## config.mk

```make
export PLATFORM = sky130hd
export DESIGN_NAME = sdt_timer_set
export DESIGN_NICKNAME = d
export VERILOG_FILES = /design/src/core/sdt_pkg.sv /design/src/core/sdt_timer_set.sv
export SDC_FILE = /design/constraint.sdc
export NUM_CORES = 1
export LEC_CHECK = 0
export ABC_AREA = 0
export BUFFER_PORTS_ARGS = -buffer_cell sky130_fd_sc_hd__buf_2
export CAP_MARGIN = 15
export CORE_MARGIN = 4
export CORE_UTILIZATION = 53
export DETAILED_ROUTE_END_ITERATION = 10
export GPL_ROUTABILITY_DRIVEN = 0
export GPL_TIMING_DRIVEN = 0
export HOLD_SLACK_MARGIN = 0.06
export PLACE_DENSITY_LB_ADDON = 0.08
export REMOVE_ABC_BUFFERS = 1
export SYNTH_ARGS = -nofsm -noshare
export SYNTH_HDL_FRONTEND = slang
export SYNTH_SLANG_ARGS = --single-unit
```

## constraint.sdc

```tcl
create_clock -name pclk -period 4.2 [get_ports pclk]
set_input_delay 0.84 -clock pclk [delete_from_list [all_inputs] [get_ports pclk]]
set_output_delay 0.84 -clock pclk [all_outputs]
set_load 0.05 [all_outputs]
```

## src/core/sdt_pkg.sv

```systemverilog
package sdt_pkg;

  // Instance counts and widths
  localparam int unsigned NUM_TIMERS  = 3;
  localparam int unsigned NUM_PRESC   = 2;
  localparam int unsigned NUM_CH      = 4;
  localparam int unsigned NUM_TICK    = 4;
  localparam int unsigned CNT_W       = 16;

  // Register byte offsets
  localparam logic [7:0] OFS_T0_CFG    = 8'h00;
  localparam logic [7:0] OFS_T0_TARGET = 8'h04;
  localparam logic [7:0] OFS_T0_COUNT  = 8'h08;
  localparam logic [7:0] OFS_T_STRIDE  = 8'h0c;
  localparam logic [7:0] OFS_T2_CFG    = 8'h18;
  localparam logic [7:0] OFS_T2_TARGET = 8'h1c;
  localparam logic [7:0] OFS_T2_COUNT  = 8'h20;
  localparam logic [7:0] OFS_CH_CFG    = 8'h24;
  localparam logic [7:0] OFS_CH_VAL    = 8'h34;
  localparam logic [7:0] OFS_CH_STRIDE = 8'h04;
  localparam logic [7:0] OFS_STATUS    = 8'h44;

  // Timer 0/1 configuration fields
  localparam int unsigned T_EN      = 0;
  localparam int unsigned T_PER     = 1;
  localparam int unsigned T_TICK    = 2;
  localparam int unsigned T_SEL_LSB = 3;
  localparam int unsigned T_EXP_LSB = 8;
  localparam int unsigned T_CFG_W   = 12;

  // Timer 2 configuration fields
  localparam int unsigned T2_EN      = 0;
  localparam int unsigned T2_CLK_LSB = 1;
  localparam int unsigned T2_PER     = 3;
  localparam int unsigned T2_CFG_W   = 4;

  // Timer 2 clock choices
  localparam logic [1:0] CLK_24M = 2'h0;
  localparam logic [1:0] CLK_2M  = 2'h1;
  localparam logic [1:0] CLK_32K = 2'h2;

  // Channel configuration fields
  localparam int unsigned CH_CAP      = 0;
  localparam int unsigned CH_PER      = 1;
  localparam int unsigned CH_ARM      = 2;
  localparam int unsigned CH_EDGE_LSB = 3;
  localparam int unsigned CH_PWM      = 5;
  localparam int unsigned CH_CFG_W    = 6;

  // Status register fields
  localparam int unsigned ST_T2     = 2;
  localparam int unsigned ST_CH_LSB = 3;
  localparam int unsigned ST_W      = 7;

  // Reset values
  localparam logic [CNT_W-1:0] TARGET_RST = 16'hffff;

  // Timer 0/1 state
  typedef struct packed {
    logic [T_CFG_W-1:0] cfg;
    logic [CNT_W-1:0]   target;
    logic [CNT_W-1:0]   cnt;
    logic [CNT_W-1:0]   presc;
  } sdt_presc_timer_t;

  // Capture/compare channel state
  typedef struct packed {
    logic [CH_CFG_W-1:0] cfg;
    logic [CNT_W-1:0]    val;
    logic                wave;
  } sdt_chan_t;

  // Whole block state
  typedef struct packed {
    sdt_presc_timer_t [NUM_PRESC-1:0] pt;
    logic [T2_CFG_W-1:0]              t2_cfg;
    logic [CNT_W-1:0]                 t2_target;
    logic [CNT_W-1:0]                 t2_cnt;
    sdt_chan_t [NUM_CH-1:0]           ch;
    logic [ST_W-1:0]                  status;
    logic [NUM_TICK+NUM_CH-1:0]       s1;
    logic [NUM_TICK+NUM_CH-1:0]       s2;
    logic [NUM_TICK+NUM_CH-1:0]       s3;
    logic [NUM_TIMERS-1:0]            t_evt;
    logic [NUM_CH-1:0]                ch_evt;
    logic [31:0]                      prdata;
    logic                             pready;
    logic                             pslverr;
  } sdt_state_t;

endpackage : sdt_pkg

```

## src/core/sdt_timer_set.sv

```systemverilog
`timescale 1ns/1ps
`default_nettype none

// Contract
// - Three independent timers exist, numbered zero, one and two.
// - Timers zero and one: 16-bit counter after a power-of-two prescaler.
// - Timers zero and one advance on the clock or each selected tick edge.
// - Timers zero and one run one-shot (stop) or periodic (reload, continue).
// - Timer two: 16-bit, clocked by 24 MHz, 2 MHz or 32 kHz, one-shot or periodic.
// - Timer two has four channels, capture or compare, one-shot or periodic.
// - Timer two emits trigger pulses and drives PWM or waveform outputs.
module sdt_timer_set (
  // Clock and reset
  input  wire logic                         pclk,
  input  wire logic                         presetn,
  // APB slave
  input  wire logic                         psel,
  input  wire logic                         penable,
  input  wire logic                         pwrite,
  input  wire logic [7:0]                   paddr,
  input  wire logic [31:0]                  pwdata,
  output logic      [31:0]                  prdata,
  output logic                              pready,
  output logic                              pslverr,
  // Tick sources and capture pins from outside the clock domain
  input  wire logic [sdt_pkg::NUM_TICK-1:0] tick_src,
  input  wire logic [sdt_pkg::NUM_CH-1:0]   cap_in,
  // Timer two clock strobes, one pclk wide: 24 MHz, 2 MHz, 32 kHz
  input  wire logic [2:0]                   t2_clk_tick,
  // Event pulses and waveform outputs
  output logic [sdt_pkg::NUM_TIMERS-1:0]    timer_evt,
  output logic [sdt_pkg::NUM_CH-1:0]        chan_evt,
  output logic [sdt_pkg::NUM_CH-1:0]        wave_out
);

  sdt_pkg::sdt_state_t state_reg;
  sdt_pkg::sdt_state_t state_next;

  // Outputs straight from the state flops
  assign prdata    = state_reg.prdata;
  assign pready    = state_reg.pready;
  assign pslverr   = state_reg.pslverr;
  assign timer_evt = state_reg.t_evt;
  assign chan_evt  = state_reg.ch_evt;
  generate
    for (genvar g = 0; g < sdt_pkg::NUM_CH; g++) begin : g_wave
      assign wave_out[g] = state_reg.ch[g].wave;
    end
  endgenerate

  // Next-state logic for bus, timers and channels
  always_comb begin
    logic [sdt_pkg::NUM_TICK+sdt_pkg::NUM_CH-1:0] any_edge;
    logic [sdt_pkg::NUM_TICK+sdt_pkg::NUM_CH-1:0] rise;
    logic [sdt_pkg::NUM_TICK+sdt_pkg::NUM_CH-1:0] fall;
    logic [sdt_pkg::ST_W-1:0]  st_set;
    logic [sdt_pkg::ST_W-1:0]  st_clr;
    logic [sdt_pkg::CNT_W-1:0] mask;
    logic [sdt_pkg::CNT_W-1:0] cnt2;
    logic [1:0]                esel;
    logic [1:0]                csel;
    logic                      src;
    logic                      adv2;
    logic                      wr;
    logic                      hit;
    logic                      fire;
    logic [31:0]               rd;
    state_next = state_reg;
    any_edge   = state_reg.s2 ^ state_reg.s3;
    rise       = state_reg.s2 & ~state_reg.s3;
    fall       = ~state_reg.s2 & state_reg.s3;
    st_set     = '0;
    st_clr     = '0;
    mask       = '0;
    cnt2       = state_reg.t2_cnt;
    esel       = '0;
    csel       = '0;
    src        = 1'b0;
    adv2       = 1'b0;
    wr         = 1'b0;
    hit        = 1'b0;
    fire       = 1'b0;
    rd         = '0;
    state_next.t_evt   = '0;
    state_next.ch_evt  = '0;
    state_next.pready  = 1'b0;
    state_next.pslverr = 1'b0;

    // Three-stage synchronisers for outside pins
    state_next.s1 = {cap_in, tick_src};
    state_next.s2 = state_reg.s1;
    state_next.s3 = state_reg.s2;

    // Prescaled timers zero and one
    for (int i = 0; i < sdt_pkg::NUM_PRESC; i++) begin
      if (state_reg.pt[i].cfg[sdt_pkg::T_TICK]) begin
        src = any_edge[state_reg.pt[i].cfg[sdt_pkg::T_SEL_LSB +: 2]];
      end else begin
        src = 1'b1;
      end
      mask = sdt_pkg::CNT_W'((17'h1 <<
             state_reg.pt[i].cfg[sdt_pkg::T_EXP_LSB +: 4]) - 17'h1);
      if (state_reg.pt[i].cfg[sdt_pkg::T_EN] && src) begin
        if ((state_reg.pt[i].presc & mask) == mask) begin
          state_next.pt[i].presc = '0;
          if (state_reg.pt[i].cnt == state_reg.pt[i].target) begin
            state_next.t_evt[i] = 1'b1;
            st_set[i]           = 1'b1;
            state_next.pt[i].cnt = '0;
            if (!state_reg.pt[i].cfg[sdt_pkg::T_PER]) begin
              state_next.pt[i].cfg[sdt_pkg::T_EN] = 1'b0;
            end
          end else begin
            state_next.pt[i].cnt = state_reg.pt[i].cnt + 16'h1;
          end
        end else begin
          state_next.pt[i].presc = state_reg.pt[i].presc + 16'h1;
        end
      end
    end

    // Timer two counter on the selected clock strobe
    csel = state_reg.t2_cfg[sdt_pkg::T2_CLK_LSB +: 2];
    unique case (csel)
      sdt_pkg::CLK_24M: adv2 = t2_clk_tick[0];
      sdt_pkg::CLK_2M:  adv2 = t2_clk_tick[1];
      sdt_pkg::CLK_32K: adv2 = t2_clk_tick[2];
      default:          adv2 = 1'b0;
    endcase
    adv2 = adv2 && state_reg.t2_cfg[sdt_pkg::T2_EN];
    if (adv2) begin
      if (state_reg.t2_cnt == state_reg.t2_target) begin
        cnt2                                = '0;
        state_next.t_evt[sdt_pkg::ST_T2]    = 1'b1;
        st_set[sdt_pkg::ST_T2]              = 1'b1;
        if (!state_reg.t2_cfg[sdt_pkg::T2_PER]) begin
          state_next.t2_cfg[sdt_pkg::T2_EN] = 1'b0;
        end
      end else begin
        cnt2 = state_reg.t2_cnt + 16'h1;
      end
      state_next.t2_cnt = cnt2;
    end

    // Capture/compare channels of timer two
    for (int c = 0; c < sdt_pkg::NUM_CH; c++) begin
      esel = state_reg.ch[c].cfg[sdt_pkg::CH_EDGE_LSB +: 2];
      fire = 1'b0;
      if (state_reg.ch[c].cfg[sdt_pkg::CH_ARM]) begin
        if (state_reg.ch[c].cfg[sdt_pkg::CH_CAP]) begin
          fire = (esel[0] && rise[sdt_pkg::NUM_TICK + c]) ||
                 (esel[1] && fall[sdt_pkg::NUM_TICK + c]);
          if (fire) begin
            state_next.ch[c].val = state_reg.t2_cnt;
          end
        end else begin
          fire = adv2 && (cnt2 == state_reg.ch[c].val);
        end
      end
      if (state_reg.ch[c].cfg[sdt_pkg::CH_PWM]) begin
        if (adv2 && cnt2 == '0) begin
          state_next.ch[c].wave = 1'b1;
        end
        if (fire) begin
          state_next.ch[c].wave = 1'b0;
        end
      end else if (fire) begin
        state_next.ch[c].wave = ~state_reg.ch[c].wave;
      end
      if (fire) begin
        state_next.ch_evt[c]           = 1'b1;
        st_set[sdt_pkg::ST_CH_LSB + c] = 1'b1;
        if (!state_reg.ch[c].cfg[sdt_pkg::CH_PER]) begin
          state_next.ch[c].cfg[sdt_pkg::CH_ARM] = 1'b0;
        end
      end
    end

    // Register decode, shared by read and write
    for (int i = 0; i < sdt_pkg::NUM_PRESC; i++) begin
      if (paddr == 8'(sdt_pkg::OFS_T0_CFG + i * sdt_pkg::OFS_T_STRIDE)) begin
        hit = 1'b1;
        rd  = 32'(state_reg.pt[i].cfg);
      end
      if (paddr == 8'(sdt_pkg::OFS_T0_TARGET + i * sdt_pkg::OFS_T_STRIDE))
      begin
        hit = 1'b1;
        rd  = 32'(state_reg.pt[i].target);
      end
      if (paddr == 8'(sdt_pkg::OFS_T0_COUNT + i * sdt_pkg::OFS_T_STRIDE)) begin
        hit = 1'b1;
        rd  = 32'(state_reg.pt[i].cnt);
      end
    end
    for (int c = 0; c < sdt_pkg::NUM_CH; c++) begin
      if (paddr == 8'(sdt_pkg::OFS_CH_CFG + c * sdt_pkg::OFS_CH_STRIDE)) begin
        hit = 1'b1;
        rd  = 32'(state_reg.ch[c].cfg);
      end
      if (paddr == 8'(sdt_pkg::OFS_CH_VAL + c * sdt_pkg::OFS_CH_STRIDE)) begin
        hit = 1'b1;
        rd  = 32'(state_reg.ch[c].val);
      end
    end
    if (paddr == sdt_pkg::OFS_T2_CFG) begin
      hit = 1'b1;
      rd  = 32'(state_reg.t2_cfg);
    end
    if (paddr == sdt_pkg::OFS_T2_TARGET) begin
      hit = 1'b1;
      rd  = 32'(state_reg.t2_target);
    end
    if (paddr == sdt_pkg::OFS_T2_COUNT) begin
      hit = 1'b1;
      rd  = 32'(state_reg.t2_cnt);
    end
    if (paddr == sdt_pkg::OFS_STATUS) begin
      hit = 1'b1;
      rd  = 32'(state_reg.status);
    end

    // APB: one wait state, answer registered, write on the ready edge
    if (psel && penable && !state_reg.pready) begin
      state_next.pready  = 1'b1;
      state_next.pslverr = !hit;
      state_next.prdata  = pwrite ? 32'h0 : rd;
    end
    wr = psel && penable && state_reg.pready && pwrite && hit;
    if (wr) begin
      for (int i = 0; i < sdt_pkg::NUM_PRESC; i++) begin
        if (paddr == 8'(sdt_pkg::OFS_T0_CFG + i * sdt_pkg::OFS_T_STRIDE)) begin
          state_next.pt[i].cfg   = pwdata[sdt_pkg::T_CFG_W-1:0];
          state_next.pt[i].cnt   = '0;
          state_next.pt[i].presc = '0;
        end
        if (paddr == 8'(sdt_pkg::OFS_T0_TARGET + i * sdt_pkg::OFS_T_STRIDE))
        begin
          state_next.pt[i].target = pwdata[sdt_pkg::CNT_W-1:0];
        end
      end
      for (int c = 0; c < sdt_pkg::NUM_CH; c++) begin
        if (paddr == 8'(sdt_pkg::OFS_CH_CFG + c * sdt_pkg::OFS_CH_STRIDE))
        begin
          state_next.ch[c].cfg = pwdata[sdt_pkg::CH_CFG_W-1:0];
        end
        if (paddr == 8'(sdt_pkg::OFS_CH_VAL + c * sdt_pkg::OFS_CH_STRIDE))
        begin
          state_next.ch[c].val = pwdata[sdt_pkg::CNT_W-1:0];
        end
      end
      if (paddr == sdt_pkg::OFS_T2_CFG) begin
        state_next.t2_cfg = pwdata[sdt_pkg::T2_CFG_W-1:0];
        state_next.t2_cnt = '0;
      end
      if (paddr == sdt_pkg::OFS_T2_TARGET) begin
        state_next.t2_target = pwdata[sdt_pkg::CNT_W-1:0];
      end
      if (paddr == sdt_pkg::OFS_STATUS) begin
        st_clr = pwdata[sdt_pkg::ST_W-1:0];
      end
    end

    // Sticky event flags: a new event wins over a clear
    state_next.status = (state_reg.status & ~st_clr) | st_set;
  end

  // State register
  always_ff @(posedge pclk or negedge presetn) begin
    if (!presetn) begin
      state_reg           <= '0;
      state_reg.pt[0].target <= sdt_pkg::TARGET_RST;
      state_reg.pt[1].target <= sdt_pkg::TARGET_RST;
      state_reg.t2_target <= sdt_pkg::TARGET_RST;
    end else begin
      state_reg <= state_next;
    end
  end

endmodule : sdt_timer_set

`default_nettype wire

```

==> metrics <==
synthesized instance count=1962; Worst path depth=11; number of warnings printed during yosys synthesis=0; path type of the worst min-delay path=input pin to asynchronous set/reset pin; DRT antenna net count=0; Synth Cell Area=18000 µm²; Placeable Area=33500 µm²; share of post-route cells with drive strength above 1=19.1%; largest net degree at the start of global routing=122; WL final=59800 µm; count of distinct cell types in the synthesized netlist=89; Slew HR=14.7%; crit path DAT=4.70 ns; CTS Buffer Depth=3; length in cells of the worst reg-to-reg path=11; total count of max-transition violations in the final report=0; starting DRC count in detailed routing=1855; Seq/Total Area, Yosys=42.2%; overflow left after global routing=0; adder-cell area share of the yosys netlist=0.486%; kind of start point of the critical path=flip-flop; cell leakage power=0.00833 µW; accumulated negative setup slack=-0.0461 ns; Port-buffer cells=68; horizontal die dimension=192 µm; crit-path max cell delay=0.69 ns; via count=15900; via count of the first global-routing pass=15200; Max-Cap Viols=0; Avg Inst Size Synth=9.19 µm²; WP data required=4.66 ns; CTS buffer count=36; share of cell area taken by muxes after synthesis=9.77%; #FFs+latches synth=302; final hold slack=0.283 ns; Final Hold Viols=0; TritonCTS clock tree=yes; DIE AREA=37100 µm²; CP max-delay cell=dfrtp_1; instance area at placement=18400 µm²; wire length per cell after detailed routing=24.8 µm; worst path cell trace=xor2_1 > nor4_4 > and4_4 > nand2_2 > inv_4 > nor2_1 > xor2_1 > a2111oi_1 > o2111ai_2 > o21ai_4 > mux2i_1; Final Core Density=59.6%; DRC=0; hold bufs inserted after CTS=0; CP dominant cell by count=xor2_1; Area contributors post-synth=dfrtp_1 35%, dfstp_2 7.0%, mux2_2 6.1%; effective utilization at floorplan=53.8%; Clk Latency, worst-skew pair=0.54 ns; layout net count=1996; I/O pin count=101; violated checks=negative setup slack; setup repair after global routing missed its margin=no; Die Y-Extent=192 µm; type of element capturing the critical path=flip-flop; post-synth top area share=35.2%; Register-to-Register Setup Slack=-0.05 ns; largest family of logic cells by synthesized area=compound AO/OA/AOI/OAI gates; # rows=67; count of flip-flops with a built-in enable after synthesis=0; Worst Path Buf+Inv=1; worst setup path class=flip-flop to flip-flop; FFs w/ async S/R, synth=100%; final clock skew=0.0102 ns; basic-gate share of the synthesized area counting and, or, nand and nor cells=17.5%; worst-margin pin slew=1.28 ns; number of flip-flops in the largest register=257; post-placement setup slack=-1.36 ns; maximum VDD drop=366 µV; final-report setup violation count=1; Clock H-tree levels=2; status=finished with violations; maximum frequency from static timing analysis=0.236 GHz; total routing resource utilization after global routing=31.8%; HPWL after DPL=41600 µm; cell class contributing the biggest share of worst-path delay=simple AND/OR/NAND/NOR gates; relative area change from synthesis to final layout=10.9%; complex-gate fraction of the synthesized area=18.2%; antenna violations before repair=0; clock tree root buffer cell=clkbuf_16; crit path time final=4.25 ns; final critical-path share of the clock period=101%; synthesized-area fraction occupied by xor and xnor cells=6.31%; clock-pin slew reported for the worst setup and hold paths after clock tree synthesis=0.06 ns; ratio of routed vias to standard cells=6.61; DRT Pass-1 Iters=7; commonest non-fill, non-tap cells in the layout=241 x dfrtp_1, 194 x nor2_1, 183 x nand2_1; largest fanout on the critical path=18; n_diodes=0; post-layout worst setup margin=-0.0461 ns; total power per unit cell area=365 nW/µm²; post-route cell area=20000 µm²; most instantiated flip-flop cell in the synthesis netlist=dfrtp_1; leading area contributor after synthesis=dfrtp_1; # clock sinks=302; wire length of the first global-routing pass=91100 µm; commonest non-fill, non-tap cell in the layout=dfrtp_1
report_power, final:
part	internal [µW]	total (µW)	leakage [µW]	switching [µW]
Combinational	225	642	0.00422	417
Clock	2150	3460	0.000637	1300
Sequential	3030	3200	0.00347	174
Total	5400	7300	0.00833	1890
worst reg2reg max path: stages (launching register included):
cell and delay, ns:
dfrtp_1 0.69, xor2_1 0.23, nor4_4 0.39, and4_4 0.47
nand2_2 0.32, inv_4 0.30, nor2_1 0.12, xor2_1 0.18
a2111oi_1 0.54, o2111ai_2 0.36, o21ai_4 0.34, mux2i_1 0.21
final timing paths:
check / start / end
worst min-delay path: presetn / state_reg[47]
max in group asynchronous: presetn / state_reg[258]
worst max register to register: state_reg[166] / wave_out[3]
min in group pclk: state_next[54] / state_next[46]
worst max-delay path: state_reg[166] / wave_out[3]
worst min register to register: state_next[54] / state_next[46]
layout make-up:
type                       instances  area (µm²)
multi-input combinational       1474        9690
clock buffer                      50        1070
timing repair buffer              92         681
fill                            2917       13500
clock inverter                    16         255
tap                              448         561
sequential                       302        7640
inverter                          27         104
through the flow:
stage | std cells | total power [µW]
after detailed placement | 2334 | 3870
after global routing | 2409 | 7560
after global placement | 2317 | 3850
final | 2409 | 7300
after floorplan | 1801 | 3590
after CTS | 2402 | 7330
cells in the mapped netlist (7+ instances only):
library cell	n
o221ai_1	14
nor2_1	199
a221o_1	9
and2_1	13
o21ai_0	158
a222oi_1	19
a221oi_1	14
mux2_2	97
o22ai_1	16
or2_2	7
or4_1	7
a211oi_1	10
a22oi_1	19
nor4_1	20
ha_1	7
a31oi_1	14
buf_4	48
nand4_1	21
mux2i_1	67
nand3b_1	12
clkbuf_1	92
buf_2	29
xor2_1	76
o2111ai_1	8
nand4b_1	7
a21oi_1	114
nor3b_1	7
dfstp_2	48
inv_1	25
and3_1	28
or3_1	17
nand2_1	183
o211ai_1	14
nand2b_1	10
xnor2_1	54
or3b_2	8
dfrtp_1	254
a21o_1	11
nor3_1	39
nand3_1	44
layer usage:
layer	part of all wire, %	global-route usage, %	vias to the layer above
met4	4.6	12.2	0
met1	40	43.2	7856
li1	-	-	6998
met5	0	0	-
met2	46	50.4	879
met3	9.8	6.35	192
cell families (layout without fill, tap and decap cells):
group | count (synthesis) | in the layout
AO/OA/AOI/OAI | 503 | 503
XOR/XNOR | 130 | 130
adder cells (fa/ha/maj) | 7 | 7
buffers and inverters | 203 | 185
flip-flops | 302 | 302
multiplexers | 164 | 164
other | 1 | 16
AND/OR/NAND/NOR | 652 | 654
timing repair:
item                                    4_1_cts  5_1_grt
setup buffers                                 0        5
gates cloned                                  2        0
endpoints found under the setup margin       32       41
hold endpoints to repair                      0        0
resized for setup                            28       16
pin swaps                                     1        2
(Power assumes the default switching activity.)
